<file path="src/rtl/dss_pkg.sv">
// Constants for the drum slot sequencer: counts, register map, fields
package dss_pkg;

  // Drum format counts
  localparam logic [5:0] BIT_LAST    = 6'h2E;  // Count 46, then forced to ones
  localparam logic [5:0] BIT_ONES    = 6'h3F;
  localparam logic [4:0] SLOT_LAST   = 5'h18;  // Word 24, 25 words a channel
  localparam logic [4:0] SLOT_ONES   = 5'h1F;
  localparam logic [4:0] TCNT_LAST   = 5'h18;  // Input count 24
  localparam logic [5:0] CHAN_LAST   = 6'h3B;  // Channel 59, sixty channels
  localparam int         TAP_STAGES  = 5;

  // Register word addresses
  localparam logic [3:0] REG_CTRL    = 4'h0;
  localparam logic [3:0] REG_CMD     = 4'h1;
  localparam logic [3:0] REG_LIMITS  = 4'h2;
  localparam logic [3:0] REG_TEST_LO = 4'h3;
  localparam logic [3:0] REG_TEST_HI = 4'h4;
  localparam logic [3:0] REG_STATUS  = 4'h5;

  // Control register fields
  localparam int CTRL_WRITE   = 0;
  localparam int CTRL_TEST    = 1;
  localparam int CTRL_AUTO    = 2;
  localparam int CTRL_REPEAT  = 3;
  localparam int CTRL_RUN     = 4;
  localparam int CTRL_TAP_LSB = 5;
  localparam logic [7:0] CTRL_RESET = 8'h01;

  // Command register fields, one-cycle actions
  localparam int CMD_CLEAR = 0;
  localparam int CMD_STEP  = 1;
  localparam int CMD_UP    = 2;
  localparam int CMD_DOWN  = 3;

  // Limit register fields, two octal digits each
  localparam int LIM_LOWER_LSB = 0;
  localparam int LIM_UPPER_LSB = 8;
  localparam logic [5:0] LOWER_RESET = 6'h00;
  localparam logic [5:0] UPPER_RESET = 6'h3B;

  // Status register fields
  localparam int ST_BIT_LSB  = 0;
  localparam int ST_SLOT_LSB = 8;
  localparam int ST_TCNT_LSB = 16;
  localparam int ST_CHAN_LSB = 24;
  localparam int ST_DIR      = 30;
  localparam int ST_GATE     = 31;

endpackage

</file>
<file path="src/rtl/dss_sequencer.sv">
// Drum slot sequencer: bit, slot, input word and channel counting
`timescale 1ns/1ps
//
// Function
// - Bit counter makes one word boundary per 48 timing clocks.
// - Bit counter forced to ones after count 46, next clock gives zero.
// - Sync pulse forces the bit counter to all ones.
// - Slot counter advances each word boundary, 25 words then restart.
// - Slot counter resets to all ones so next advance gives zero.
// - Bit and slot counters run whenever the drum turns.
// - Input word counter steps once per word-ready, up or down.
// - Input counter wraps 24 to 0 or 0 to 24, stepping channel.
// - Clear button zeroes input word and channel counters.
// - Counter match opens a 48-bit-time word gate.
// - Inhibit passes only one gate per input counter value.
// - Sync inhibits the comparator during slot reset.
// - Channel counter recycles after sixty channels, selects channel.
// - Channel wraps 59 to 0 going up, 0 to 59 going down.
// - Write mode counts up only; read mode follows direction flop.
// - Direction flop set by scan limits or up/down buttons.
// - At a scan limit in read mode, reverse and replay backwards.
// - Stopped run gate blocks word-ready, gate and channel stepping.
// - Test mode takes the 48-bit test word as data source.
// - Auto test stepping uses a selected stage of a sync counter.
// - Manual test step moves exactly one word.
// - Repeat word button disconnects the one-gate inhibit.

module dss_sequencer #(
  parameter int WORD_BITS = 48
) (
  input  wire logic                 clk_sys,
  input  wire logic                 rst,
  input  wire logic [3:0]           reg_addr,
  input  wire logic [31:0]          reg_wdata,
  input  wire logic                 reg_wr,
  input  wire logic                 reg_rd,
  output logic      [31:0]          reg_rdata,
  input  wire logic                 timing_pin,
  input  wire logic                 sync_pin,
  input  wire logic                 word_ready_pin,
  input  wire logic [WORD_BITS-1:0] ext_word,
  output logic                      word_gate,
  output logic      [WORD_BITS-1:0] gate_word,
  output logic      [4:0]           slot,
  output logic      [4:0]           word_count,
  output logic      [5:0]           channel,
  output logic                      direction_flip_flop
);

  // Test word is two 32-bit halves, so the width must fit in 33..64
  if (WORD_BITS < 33 || WORD_BITS > 64) begin : g_bad_width
    $error("WORD_BITS must lie in 33..64");
  end

  ////////////////////////////////////////////////////////////////////////////
  // Pin synchronisers, three stages, change taken when stages 2 and 3 agree

  logic [2:0] pin_in;
  logic [2:0] sync1;
  logic [2:0] sync2;
  logic [2:0] sync3;
  logic [2:0] pin_level;
  logic [2:0] pin_rise;
  logic       timing_p;
  logic       sync_p;
  logic       ready_p;

  assign pin_in = {word_ready_pin, sync_pin, timing_pin};

  generate
    for (genvar i = 0; i < 3; i++) begin : g_sync
      always_ff @(posedge clk_sys or posedge rst) begin
        if (rst) begin
          sync1[i]     <= 1'b0;
          sync2[i]     <= 1'b0;
          sync3[i]     <= 1'b0;
          pin_level[i] <= 1'b0;
          pin_rise[i]  <= 1'b0;
        end else begin
          sync1[i] <= pin_in[i];
          sync2[i] <= sync1[i];
          sync3[i] <= sync2[i];
          if (sync2[i] == sync3[i]) begin
            pin_level[i] <= sync3[i];
          end
          pin_rise[i] <= sync2[i] & sync3[i] & ~pin_level[i];
        end
      end
    end
  endgenerate

  assign timing_p = pin_rise[0];
  assign sync_p   = pin_rise[1];
  assign ready_p  = pin_rise[2];

  ////////////////////////////////////////////////////////////////////////////
  // Software registers

  logic [7:0]  ctrl;
  logic [5:0]  lower_limit;
  logic [5:0]  upper_limit;
  logic [63:0] test_word;
  logic        cmd_wr;
  logic        clear_cmd;
  logic        step_cmd;
  logic        up_cmd;
  logic        down_cmd;
  logic        write_mode;
  logic        test_mode;
  logic        auto_step;
  logic        repeat_word_button;
  logic        run_gate_flip_flop;
  logic [2:0]  tap_sel;

  assign cmd_wr    = reg_wr && reg_addr == dss_pkg::REG_CMD;
  assign clear_cmd = cmd_wr && reg_wdata[dss_pkg::CMD_CLEAR];
  assign step_cmd  = cmd_wr && reg_wdata[dss_pkg::CMD_STEP];
  assign up_cmd    = cmd_wr && reg_wdata[dss_pkg::CMD_UP];
  assign down_cmd  = cmd_wr && reg_wdata[dss_pkg::CMD_DOWN];

  assign write_mode         = ctrl[dss_pkg::CTRL_WRITE];
  assign test_mode          = ctrl[dss_pkg::CTRL_TEST];
  assign auto_step          = ctrl[dss_pkg::CTRL_AUTO];
  assign repeat_word_button = ctrl[dss_pkg::CTRL_REPEAT];
  assign run_gate_flip_flop = ctrl[dss_pkg::CTRL_RUN];
  assign tap_sel            = ctrl[dss_pkg::CTRL_TAP_LSB +: 3];

  always_ff @(posedge clk_sys or posedge rst) begin
    if (rst) begin
      ctrl        <= dss_pkg::CTRL_RESET;
      lower_limit <= dss_pkg::LOWER_RESET;
      upper_limit <= dss_pkg::UPPER_RESET;
      test_word   <= 64'h0000_0000_0000_0000;
    end else if (reg_wr) begin
      if (reg_addr == dss_pkg::REG_CTRL) begin
        ctrl <= reg_wdata[7:0];
      end else if (reg_addr == dss_pkg::REG_LIMITS) begin
        lower_limit <= reg_wdata[dss_pkg::LIM_LOWER_LSB +: 6];
        upper_limit <= reg_wdata[dss_pkg::LIM_UPPER_LSB +: 6];
      end else if (reg_addr == dss_pkg::REG_TEST_LO) begin
        test_word[31:0] <= reg_wdata;
      end else if (reg_addr == dss_pkg::REG_TEST_HI) begin
        test_word[63:32] <= reg_wdata;
      end
    end
  end

  ////////////////////////////////////////////////////////////////////////////
  // Bit and slot counters, free running with the drum

  logic [5:0] bit_pos;
  logic [4:0] next_slot;
  logic       word_edge;

  always_ff @(posedge clk_sys or posedge rst) begin
    if (rst) begin
      bit_pos <= dss_pkg::BIT_ONES;
    end else if (sync_p) begin
      bit_pos <= dss_pkg::BIT_ONES;
    end else if (timing_p) begin
      if (bit_pos == dss_pkg::BIT_LAST) begin
        bit_pos <= dss_pkg::BIT_ONES;
      end else begin
        bit_pos <= bit_pos + 6'h01;
      end
    end
  end

  // Boundary is the ones-to-zero roll, so the slot starts with its bit 0
  assign word_edge = timing_p && !sync_p && bit_pos == dss_pkg::BIT_ONES;
  assign next_slot = (slot == dss_pkg::SLOT_LAST) ? 5'h00 : slot + 5'h01;

  always_ff @(posedge clk_sys or posedge rst) begin
    if (rst) begin
      slot <= dss_pkg::SLOT_ONES;
    end else if (sync_p) begin
      slot <= dss_pkg::SLOT_ONES;
    end else if (word_edge) begin
      slot <= next_slot;
    end
  end

  ////////////////////////////////////////////////////////////////////////////
  // Word-ready sources: external pin, auto test divider, manual step

  logic [4:0] tap_cnt;
  logic       tap_prev;
  logic       tap_bit;
  logic       ready_raw;
  logic       step;

  assign tap_bit = (tap_sel >= 3'(dss_pkg::TAP_STAGES)) ?
                   tap_cnt[dss_pkg::TAP_STAGES-1] : tap_cnt[tap_sel];

  always_ff @(posedge clk_sys or posedge rst) begin
    if (rst) begin
      tap_cnt  <= 5'h00;
      tap_prev <= 1'b0;
    end else begin
      if (sync_p) begin
        tap_cnt <= tap_cnt + 5'h01;
      end
      tap_prev <= tap_bit;
    end
  end

  always_comb begin
    if (!test_mode) begin
      ready_raw = ready_p;
    end else if (auto_step) begin
      ready_raw = tap_bit && !tap_prev;
    end else begin
      ready_raw = step_cmd;
    end
  end

  // Stopped run gate swallows every word-ready pulse
  assign step = ready_raw && run_gate_flip_flop && !clear_cmd;

  ////////////////////////////////////////////////////////////////////////////
  // Input word counter, channel counter and direction

  logic count_up;
  logic at_upper;
  logic at_lower;

  assign count_up = write_mode || direction_flip_flop;
  // Limit reached: reverse inside the channel rather than leave it
  assign at_upper = !write_mode && count_up && channel == upper_limit &&
                    word_count == dss_pkg::TCNT_LAST;
  assign at_lower = !write_mode && !count_up && channel == lower_limit &&
                    word_count == 5'h00;

  always_ff @(posedge clk_sys or posedge rst) begin
    if (rst) begin
      word_count <= 5'h00;
      channel    <= 6'h00;
    end else if (clear_cmd) begin
      word_count <= 5'h00;
      channel    <= 6'h00;
    end else if (step) begin
      if (at_upper) begin
        word_count <= dss_pkg::TCNT_LAST - 5'h01;
      end else if (at_lower) begin
        word_count <= 5'h01;
      end else if (count_up) begin
        if (word_count == dss_pkg::TCNT_LAST) begin
          word_count <= 5'h00;
          if (channel == dss_pkg::CHAN_LAST) begin
            channel <= 6'h00;
          end else begin
            channel <= channel + 6'h01;
          end
        end else begin
          word_count <= word_count + 5'h01;
        end
      end else begin
        if (word_count == 5'h00) begin
          word_count <= dss_pkg::TCNT_LAST;
          if (channel == 6'h00) begin
            channel <= dss_pkg::CHAN_LAST;
          end else begin
            channel <= channel - 6'h01;
          end
        end else begin
          word_count <= word_count - 5'h01;
        end
      end
    end
  end

  always_ff @(posedge clk_sys or posedge rst) begin
    if (rst) begin
      direction_flip_flop <= 1'b1;
    end else if (up_cmd) begin
      direction_flip_flop <= 1'b1;
    end else if (down_cmd) begin
      direction_flip_flop <= 1'b0;
    end else if (step && at_upper) begin
      direction_flip_flop <= 1'b0;
    end else if (step && at_lower) begin
      direction_flip_flop <= 1'b1;
    end
  end

  ////////////////////////////////////////////////////////////////////////////
  // Comparator gate with one-per-count inhibit

  logic armed;
  logic gate_open;

  assign gate_open = word_edge && run_gate_flip_flop &&
                     (armed || repeat_word_button) &&
                     next_slot == word_count;

  always_ff @(posedge clk_sys or posedge rst) begin
    if (rst) begin
      armed <= 1'b0;
    end else if (step) begin
      armed <= 1'b1; // New count wins over the same-cycle disarm
    end else if (gate_open && !repeat_word_button) begin
      armed <= 1'b0;
    end
  end

  always_ff @(posedge clk_sys or posedge rst) begin
    if (rst) begin
      word_gate <= 1'b0;
    end else if (sync_p) begin
      word_gate <= 1'b0;
    end else if (word_edge) begin
      word_gate <= gate_open;
    end
  end

  always_ff @(posedge clk_sys or posedge rst) begin
    if (rst) begin
      gate_word <= '0;
    end else if (gate_open) begin
      gate_word <= test_mode ? test_word[WORD_BITS-1:0] : ext_word;
    end
  end

  ////////////////////////////////////////////////////////////////////////////
  // Read port, data valid only in the cycle after the strobe

  always_ff @(posedge clk_sys or posedge rst) begin
    if (rst) begin
      reg_rdata <= 32'h0000_0000;
    end else if (!reg_rd) begin
      reg_rdata <= 32'h0000_0000;
    end else if (reg_addr == dss_pkg::REG_CTRL) begin
      reg_rdata <= {24'h00_0000, ctrl};
    end else if (reg_addr == dss_pkg::REG_LIMITS) begin
      reg_rdata <= {18'h0_0000, upper_limit, 2'b00, lower_limit};
    end else if (reg_addr == dss_pkg::REG_TEST_LO) begin
      reg_rdata <= test_word[31:0];
    end else if (reg_addr == dss_pkg::REG_TEST_HI) begin
      reg_rdata <= test_word[63:32];
    end else if (reg_addr == dss_pkg::REG_STATUS) begin
      reg_rdata <= {word_gate, direction_flip_flop, channel,
                    3'b000, word_count, 3'b000, slot, 2'b00, bit_pos};
    end else begin
      reg_rdata <= 32'h0000_0000;
    end
  end

  ////////////////////////////////////////////////////////////////////////////
  // Assertions

  a_bit_force_ones: assert property (@(posedge clk_sys) disable iff (rst)
    timing_p && !sync_p && bit_pos == 6'h2E |=> bit_pos == 6'h3F)
    else $error("bit counter not forced to ones after 46");

  a_sync_ones: assert property (@(posedge clk_sys) disable iff (rst)
    sync_p |=> bit_pos == 6'h3F && slot == 5'h1F)
    else $error("sync did not force counters to ones");

  a_slot_wrap: assert property (@(posedge clk_sys) disable iff (rst)
    word_edge && slot == 5'h18 |=> slot == 5'h00)
    else $error("slot counter did not wrap after 24");

  a_tcnt_up_wrap: assert property (@(posedge clk_sys) disable iff (rst)
    step && count_up && !at_upper && word_count == 5'h18
    |=> word_count == 5'h00 && channel != $past(channel))
    else $error("input counter up wrap did not step channel");

  a_chan_down_wrap: assert property (@(posedge clk_sys) disable iff (rst)
    step && !count_up && !at_lower && word_count == 5'h00 && channel == 6'h00
    |=> channel == 6'h3B)
    else $error("channel did not wrap from 0 to 59");

  a_clear_zero: assert property (@(posedge clk_sys) disable iff (rst)
    clear_cmd |=> word_count == 5'h00 && channel == 6'h00)
    else $error("clear did not zero counters");

  a_gate_match: assert property (@(posedge clk_sys) disable iff (rst)
    $rose(word_gate) |-> slot == word_count && run_gate_flip_flop)
    else $error("gate opened without counter match");

  a_one_gate: assert property (@(posedge clk_sys) disable iff (rst)
    gate_open && !repeat_word_button && !step
    |=> !armed)
    else $error("inhibit not armed off after gate");

  a_sync_gate: assert property (@(posedge clk_sys) disable iff (rst)
    sync_p |=> !word_gate)
    else $error("gate open through sync");

  a_stop_hold: assert property (@(posedge clk_sys) disable iff (rst)
    !run_gate_flip_flop && !clear_cmd
    |=> $stable(word_count) && $stable(channel))
    else $error("counters moved while stopped");

  a_write_up: assert property (@(posedge clk_sys) disable iff (rst)
    write_mode && step && !clear_cmd && word_count != 5'h18
    |=> word_count == $past(word_count) + 5'h01)
    else $error("write mode did not count up");

  a_limit_turn: assert property (@(posedge clk_sys) disable iff (rst)
    step && at_upper && !up_cmd && !down_cmd
    |=> !direction_flip_flop && channel == $past(channel))
    else $error("no reversal at upper scan limit");

  a_chan_range: assert property (@(posedge clk_sys) disable iff (rst)
    channel <= 6'h3B)
    else $error("channel beyond 59");

endmodule // dss_sequencer

</file>
<file path="config.mk">
export PLATFORM = sky130hd
export DESIGN_NAME = dss_sequencer
export DESIGN_NICKNAME = d
export VERILOG_FILES = /design/src/rtl/dss_pkg.sv /design/src/rtl/dss_sequencer.sv
export SDC_FILE = /design/constraint.sdc
export NUM_CORES = 1
export LEC_CHECK = 0
export ABC_AREA = 1
export BUFFER_PORTS_ARGS = -buffer_cell sky130_fd_sc_hd__buf_2
export CAP_MARGIN = 20
export CORE_MARGIN = 3
export CORE_UTILIZATION = 50
export CTS_CLUSTER_SIZE = 28
export DETAILED_ROUTE_END_ITERATION = 16
export PLACE_DENSITY = 0.73
export SETUP_SLACK_MARGIN = 0.15
export SLEW_MARGIN = 25
export SYNTH_ARGS = -nofsm -noshare
export SYNTH_HDL_FRONTEND = slang
export SYNTH_SLANG_ARGS = --single-unit
</file>
<file path="constraint.sdc">
create_clock -name clk_sys -period 15.5 [get_ports clk_sys]
set_input_delay 3.1 -clock clk_sys [delete_from_list [all_inputs] [get_ports clk_sys]]
set_output_delay 3.1 -clock clk_sys [all_outputs]
set_load 0.02 [all_outputs]
</file>
==> results.toml, run 1 <==
[run_status]
status = "completed"

[worst_setup_path]
rr_worst_depth = 9
cp-start-kind = "input pin"
ff2ff_setup_slack_ps = 12290
path_delay_family = "simple AND/OR/NAND/NOR gates"
critPathLaunch = "reg_addr[2]"
cp_max_fo = 23
crit_type = "in -> reg"
cp_cell_sequence = "buf_2 > nor2_1 > nand2_1 > nor2_4 > inv_1 > o221ai_1 > a21oi_1"
slowest_stage = "nor2_4"
r2r-start = "slot[0]"
cp_num_buf_inv = 2
r2r_end = "gate_word[4]"
endpoint_kind = "register"
critical_path.max_stage_delay_ps = 580
critical_path_arrival_ps = 5260
required_ps = 15850

[synth]
yosys.area.top_type = "dfrtp_1"
synth_simple_gate_area_share_pct = 25.40
synth-edff-count = 0
synth_xor_xnor_area_share_pct = 2.148
async_flop_share_pct = 100.0
synth_top_family_by_area = "simple AND/OR/NAND/NOR gates"
synth_fp_nets = 1363
yosysWarnings = 0
synth_top_area_share_pct = 46.87
avgSynthCellArea_um2 = 8.149
yosysUniqueCellTypes = 40
ys_ff_latch = 210
synth_mux_area_share_pct = 0.4394
synth-compound-area-share_pct = 11.27
yosysSeqAreaShare_pct = 51.48
synth-adder-area-share_pct = 1.709
synth_flop_cell = "dfrtp_1"
syn-instance-count = 1258
synthTopCellsByArea = "dfrtp_1 47%, nand2_1 17%, dfstp_2 4.6%, o21ai_0 4.5%, inv_1 4.4%"
mappedNetlistArea_mm2 = 0.01025

[clocking]
clk_latency_ps = 510
cts_hold_buffers = 0
clk_path_buf_depth = 3
path_clk_slew_ps = 60
cts-root-buf = "clkbuf_16"
post_cts_buffers = 0
numCtsBuffers = 23
htreeDepth = 1
cts_sinks = 210
cts_tree = "built"
cts_resized = 0

[timing]
slew_viol_final = 0
period_needed_ps = 4907
setup_viol = 0
rsz0062_at_grt = "false"
max_slew_margin_pct = 34.53
tightest_slew_ps = 982.1
fin_ws_ps = 10590
period_share_pct = 31.66
tns_ps = 0
fin_skew_ps = 16.52
max_clock_freq_ghz = 0.2038
hold_viol = 0

[routing]
dr.pass1.iters = 6
drc = 0
dr.first_iter.drc_count = 694
drt_wl_total_um = 28930
vias = 9262
via_per_inst = 5.445
routedWlPerCell_um = 17.01
postRouteAntennaNets = 0

[global_routing]
grt-ovfl-total = 0
antenna_found_initial = 1
grt_max_degree = 140
track_usage_pct = 25.72
grt_pass1_vias = 8643
grt_pass1_wl_um = 46070

[cells_and_area]
area_growth_syn_to_layout_pct = 17.48
final_common_cell = "nand2_1"
design_area_mm2 = 0.01204
final_cell_mix = "468 x nand2_1, 192 x dfrtp_1, 188 x buf_2"
drive_above_1_share_pct = 19.71
nets = 1526
n_antenna_cell = 0

[power_and_ir_drop]
p_int_w = 0.001167
seqPwrFrac_pct = 41.3
switching_share_pct = 39.10
p_comb_share_pct = 31.8
power_switching_w = 0.0007497
powerDensity_mw_per_mm2 = 159.2
pwr-share-clk_pct = 27.0
peakVddDrop_v = 0.0001783
leakage_nw = 6.246

[place]
io_buffers = 188
placed_area_mm2 = 0.01127
dp_hpwl_um = 20580
gp_congestion = 0.9257
pre_cts_slack_ps = 9498

[hold_path]
hold_depth = 0
hold_class = "reg -> reg"
whs_endpoint = "sync2[0]"
worstHoldStart = "sync1[0]"

[floorplan]
die_area_mm2 = 0.02226
start_util_pct = 51.82
core_area_mm2 = 0.01978
num_io_pins = 189
fp.dieW_um = 149.2
num_rows = 51
die_h_um = 149.2

[flow_run]
max_cap_viol_count = 0
-- metrics by stage --
step / util (%) / hold slack [ps] / std cells / total power (W)
after floorplan: - / 331.2 / 1258 / 0.001203
after global placement: 56.98 / 333.4 / 1659 / 0.001382
after detailed placement: 56.98 / 336.3 / 1659 / 0.001397
after CTS: 60.53 / 349.1 / 1699 / 0.001915
after global routing: 60.88 / 354.6 / 1701 / 0.002035
final: 60.88 / 345.8 / 1701 / 0.001917
-- area by class of cell --
class	instances	area, µm²
inverters	130	495.5
well taps	265	331.6
clock buffers	35	650.6
fillers	1765	7739
flip-flops and latches	210	5278
multi-input cells	863	4219
clock inverters	5	50.05
repair buffers	193	1018
-- per-layer routing --
metal	vias up	track usage, %	share of wire [%]
met5	-	0	0.024
met4	2	6.682	2.5
met3	69	5.469	9.8
met2	421	39.13	44
met1	4404	37.81	43
li1	4366	-	-
-- power groups by stage --
stage	Sequential (W)	Combinational (W)	Clock [W]
after floorplan	0.000794	0.000410	0
after global placement	0.000793	0.000589	0
after detailed placement	0.000795	0.000602	0
after CTS	0.000787	0.000605	0.000523
after global routing	0.000804	0.000683	0.000548
final	0.000791	0.000610	0.000517
-- cell usage after synthesis (2+ instances only) --
| cell | count |
|---|---|
| nand4_4 | 2 |
| o21ai_0 | 93 |
| nor2_4 | 4 |
| a31oi_1 | 3 |
| xnor2_1 | 7 |
| inv_2 | 7 |
| a221oi_1 | 7 |
| inv_1 | 121 |
| nor2_2 | 3 |
| dfstp_2 | 18 |
| nand4_1 | 17 |
| xor2_1 | 15 |
| nand2_2 | 7 |
| nor2_1 | 41 |
| buf_6 | 9 |
| buf_2 | 10 |
| o21a_1 | 8 |
| nand3_1 | 71 |
| clkbuf_1 | 35 |
| o211ai_1 | 18 |
| dfrtp_1 | 192 |
| o21ai_1 | 22 |
| ha_1 | 14 |
| clkinv_1 | 2 |
| o21ai_2 | 6 |
| mux2_2 | 4 |
| nor3_1 | 5 |
| o221ai_1 | 9 |
| a22oi_1 | 5 |
| nand2_1 | 470 |
| a21oi_1 | 21 |
| a211oi_1 | 4 |
-- kinds of logic (layout without fill, tap and decap cells) --
logic type | count (synthesis) | in the layout
xor gates and xnor gates | 23 | 23
buffers and inverters | 185 | 363
and+or+nand+nor | 626 | 626
muxes | 4 | 4
DFF | 210 | 210
AOI/OAI and AO/OA | 196 | 196
adders and majority gates | 14 | 14
-- worst max-delay path by stage --
stage / cells after the start / slack (ps) / end
after floorplan: 1 / 6690 / armed
after global placement: 6 / 9590 / test_word[21]
after detailed placement: 6 / 9500 / test_word[19]
after CTS: 6 / 9970 / test_word[22]
after global routing: 6 / 10520 / test_word[20]
final: 7 / 10590 / reg_rdata[2]
-- state kept, by name, summed over array words and instances (netlist names) --
register,flops
test_word,64
gate_word,48
reg_rdata,32
ctrl,8
bit_pos,6
channel,6
lower_limit,6
upper_limit,6
slot,5
tap_cnt,5
word_count,5
pin_level,3
sync1,3
sync2,3
sync3,3
armed,1
direction_flip_flop,1
ready_p,1
sync_p,1
tap_prev,1
timing_p,1
word_gate,1
Note: power is estimated with default switching activity, not from simulation.
==> run 2, diff against run 1 <==
PLACE_DENSITY = 0.76   (was 0.73)
clock period = 4.1 ns   (was 15.5 ns; I/O delays follow)
==> run 2 against run 1 <==
Effect of this change:
- register-to-register slack got worse by 11000 ps
- critical path type is now reg -> reg
- clock power rose to 4.0 times the previous value
- via count fell by 0.95%
- sequential cell count did not move
- cell area rose by 0.43%
- largest cell class unchanged
- cell count rose by 0.29%
- critical path depth rose by 3
- global-route usage rose by 0.34 points
==> results.toml, run 2 (synthesis gave the netlist of run 1 again) <==
[run_status]
status = "completed"

[routing]
drt_wl_total_um = 29380
postRouteAntennaNets = 0
vias = 9174
dr.pass1.iters = 6
routedWlPerCell_um = 17.22
via_per_inst = 5.377
dr.first_iter.drc_count = 1000
drc = 0

[timing]
hold_viol = 0
fin_skew_ps = 20.11
setup_viol = 0
slew_viol_final = 0
rsz0062_at_grt = "false"
tns_ps = 0
period_needed_ps = 2838
period_share_pct = 69.21
tightest_slew_ps = 975.3
max_slew_margin_pct = 34.83
max_clock_freq_ghz = 0.3524
fin_hold_ws_ps = 348.8

[clocking]
post_cts_buffers = 0
path_clk_slew_ps = 60
clk_path_buf_depth = 3
cts-root-buf = "clkbuf_16"
clk_latency_ps = 520
cts_sinks = 210
htreeDepth = 1
numCtsBuffers = 23
cts_resized = 0
cts_tree = "built"
cts_hold_buffers = 0

[power_and_ir_drop]
p_comb_share_pct = 31.4
seqPwrFrac_pct = 40.6
switching_share_pct = 39.13
powerDensity_mw_per_mm2 = 609.6
power_switching_w = 0.002885
peakVddDrop_v = 0.0003187
p_int_w = 0.004488
leakage_nw = 6.269
pwr-share-clk_pct = 28.1

[global_routing]
track_usage_pct = 26.06
grt_max_degree = 93
grt_pass1_vias = 8564
antenna_found_initial = 1
grt_pass1_wl_um = 46290
grt-ovfl-total = 0

[worst_setup_path]
ff2ff_setup_slack_ps = 1260
rr_worst_depth = 10
required_ps = 4550
crit_type = "reg -> reg"
crit_end = "gate_word[33]"
cp_max_fo = 42
r2r-start = "slot[0]"
critPathLaunch = "slot[0]"
critical_path_arrival_ps = 3280
endpoint_kind = "register"
r2r_end = "gate_word[33]"
cp-start-kind = "register"

[cells_and_area]
n_antenna_cell = 0
largest_register = "test_word"
fin_cells = 1706
area_growth_syn_to_layout_pct = 17.98
largest_reg_flops = 64
fill_cells = 1791
final_common_cell = "nand2_1"
final_cell_mix = "468 x nand2_1, 192 x dfrtp_1, 188 x buf_2"
reg_top3 = "test_word (64), gate_word (48), reg_rdata (32)"
drive_above_1_share_pct = 20.12
final_util_pct = 61.14
design_area_mm2 = 0.01209
nets = 1529

[floorplan]
num_rows = 51
num_io_pins = 189
die_h_um = 149.2
start_util_pct = 51.82
core_area_mm2 = 0.01978
fp.dieW_um = 149.2
die_area_mm2 = 0.02226

[place]
dp_hpwl_um = 21280
placed_area_mm2 = 0.01133
dp_cells = 1664
io_buffers = 188
gp_congestion = 0.9533

[hold_path]
worstHoldStart = "sync1[0]"
hold_class = "reg -> reg"

[flow_run]
max_cap_viol_count = 0
==> run 2: cell types whose count changed in the layout (fill, tap and decap cells not counted), moves of 2 or more <==
cell | before | now
buf_12 | 0 | 2
buf_16 | 2 | 0
buf_4 | 3 | 6
clkbuf_1 | 9 | 6
clkinvlp_4 | 0 | 2
inv_6 | 0 | 3
==> run 2: final cells by class <==
type / instances / area [µm²] / share of cell area, %
flip-flops and latches: 210 / 5278 / 43.64
multi-input cells: 863 / 4214 / 34.84
repair buffers: 196 / 1026 / 8.483
clock buffers: 32 / 639.4 / 5.287
inverters: 130 / 491.7 / 4.066
well taps: 265 / 331.6 / 2.742
clock inverters: 10 / 113.9 / 0.9414
==> run 2: power groups by stage <==
| stage | Combinational (W) | Clock [W] | Sequential [W] |
|---|---|---|---|
| 2_1_floorplan | 0.00155 | 0 | 0.00300 |
| 3_3_place_gp | 0.00224 | 0 | 0.00299 |
| 3_5_place_dp | 0.00229 | 0 | 0.00300 |
| 4_1_cts | 0.00230 | 0.00211 | 0.00297 |
| 5_1_grt | 0.00260 | 0.00220 | 0.00303 |
| 6_report | 0.00231 | 0.00207 | 0.00299 |
==> run 2: worst min path at each step <==
stage               endpoint  slack (ps)  cells after the start
floorplan           sync2[0]         330                      0
global placement    sync2[0]         330                      0
detailed placement  sync2[0]         340                      0
CTS                 sync2[0]         350                      0
global route        sync2[2]         350                      0
finish              sync2[0]         350                      0
==> run 2: layer usage <==
metal,vias up,share of wire [%],track usage (%),routed length [µm]
met2,449,44,38.99,12950
met4,2,2.5,6.957,734
met5,-,0.024,0,7
li1,4375,-,-,-
met1,4288,43,38.69,12760
met3,60,10,5.713,2931
==> run 2: per-stage QoR <==
| step | setup WS [ps] | power [W] |
|---|---|---|
| 6_report | 1262 | 0.007373 |
| 5_1_grt | 1023 | 0.007833 |
| 4_1_cts | 1285 | 0.007379 |
| 3_5_place_dp | 1299 | 0.005290 |
| 3_3_place_gp | 1343 | 0.005238 |
| 2_1_floorplan | 566.5 | 0.004549 |
==> run 2: worst max-delay path, stage by stage, from the launching register on <==
cell and delay [ps]:
dfstp_2 640, inv_1 110, ha_1 240, nand4_4 140
nand3_1 150, xor2_1 210, nor2_4 150, nand2_2 90
nor2_4 740, nand3_1 200, nand2_1 110
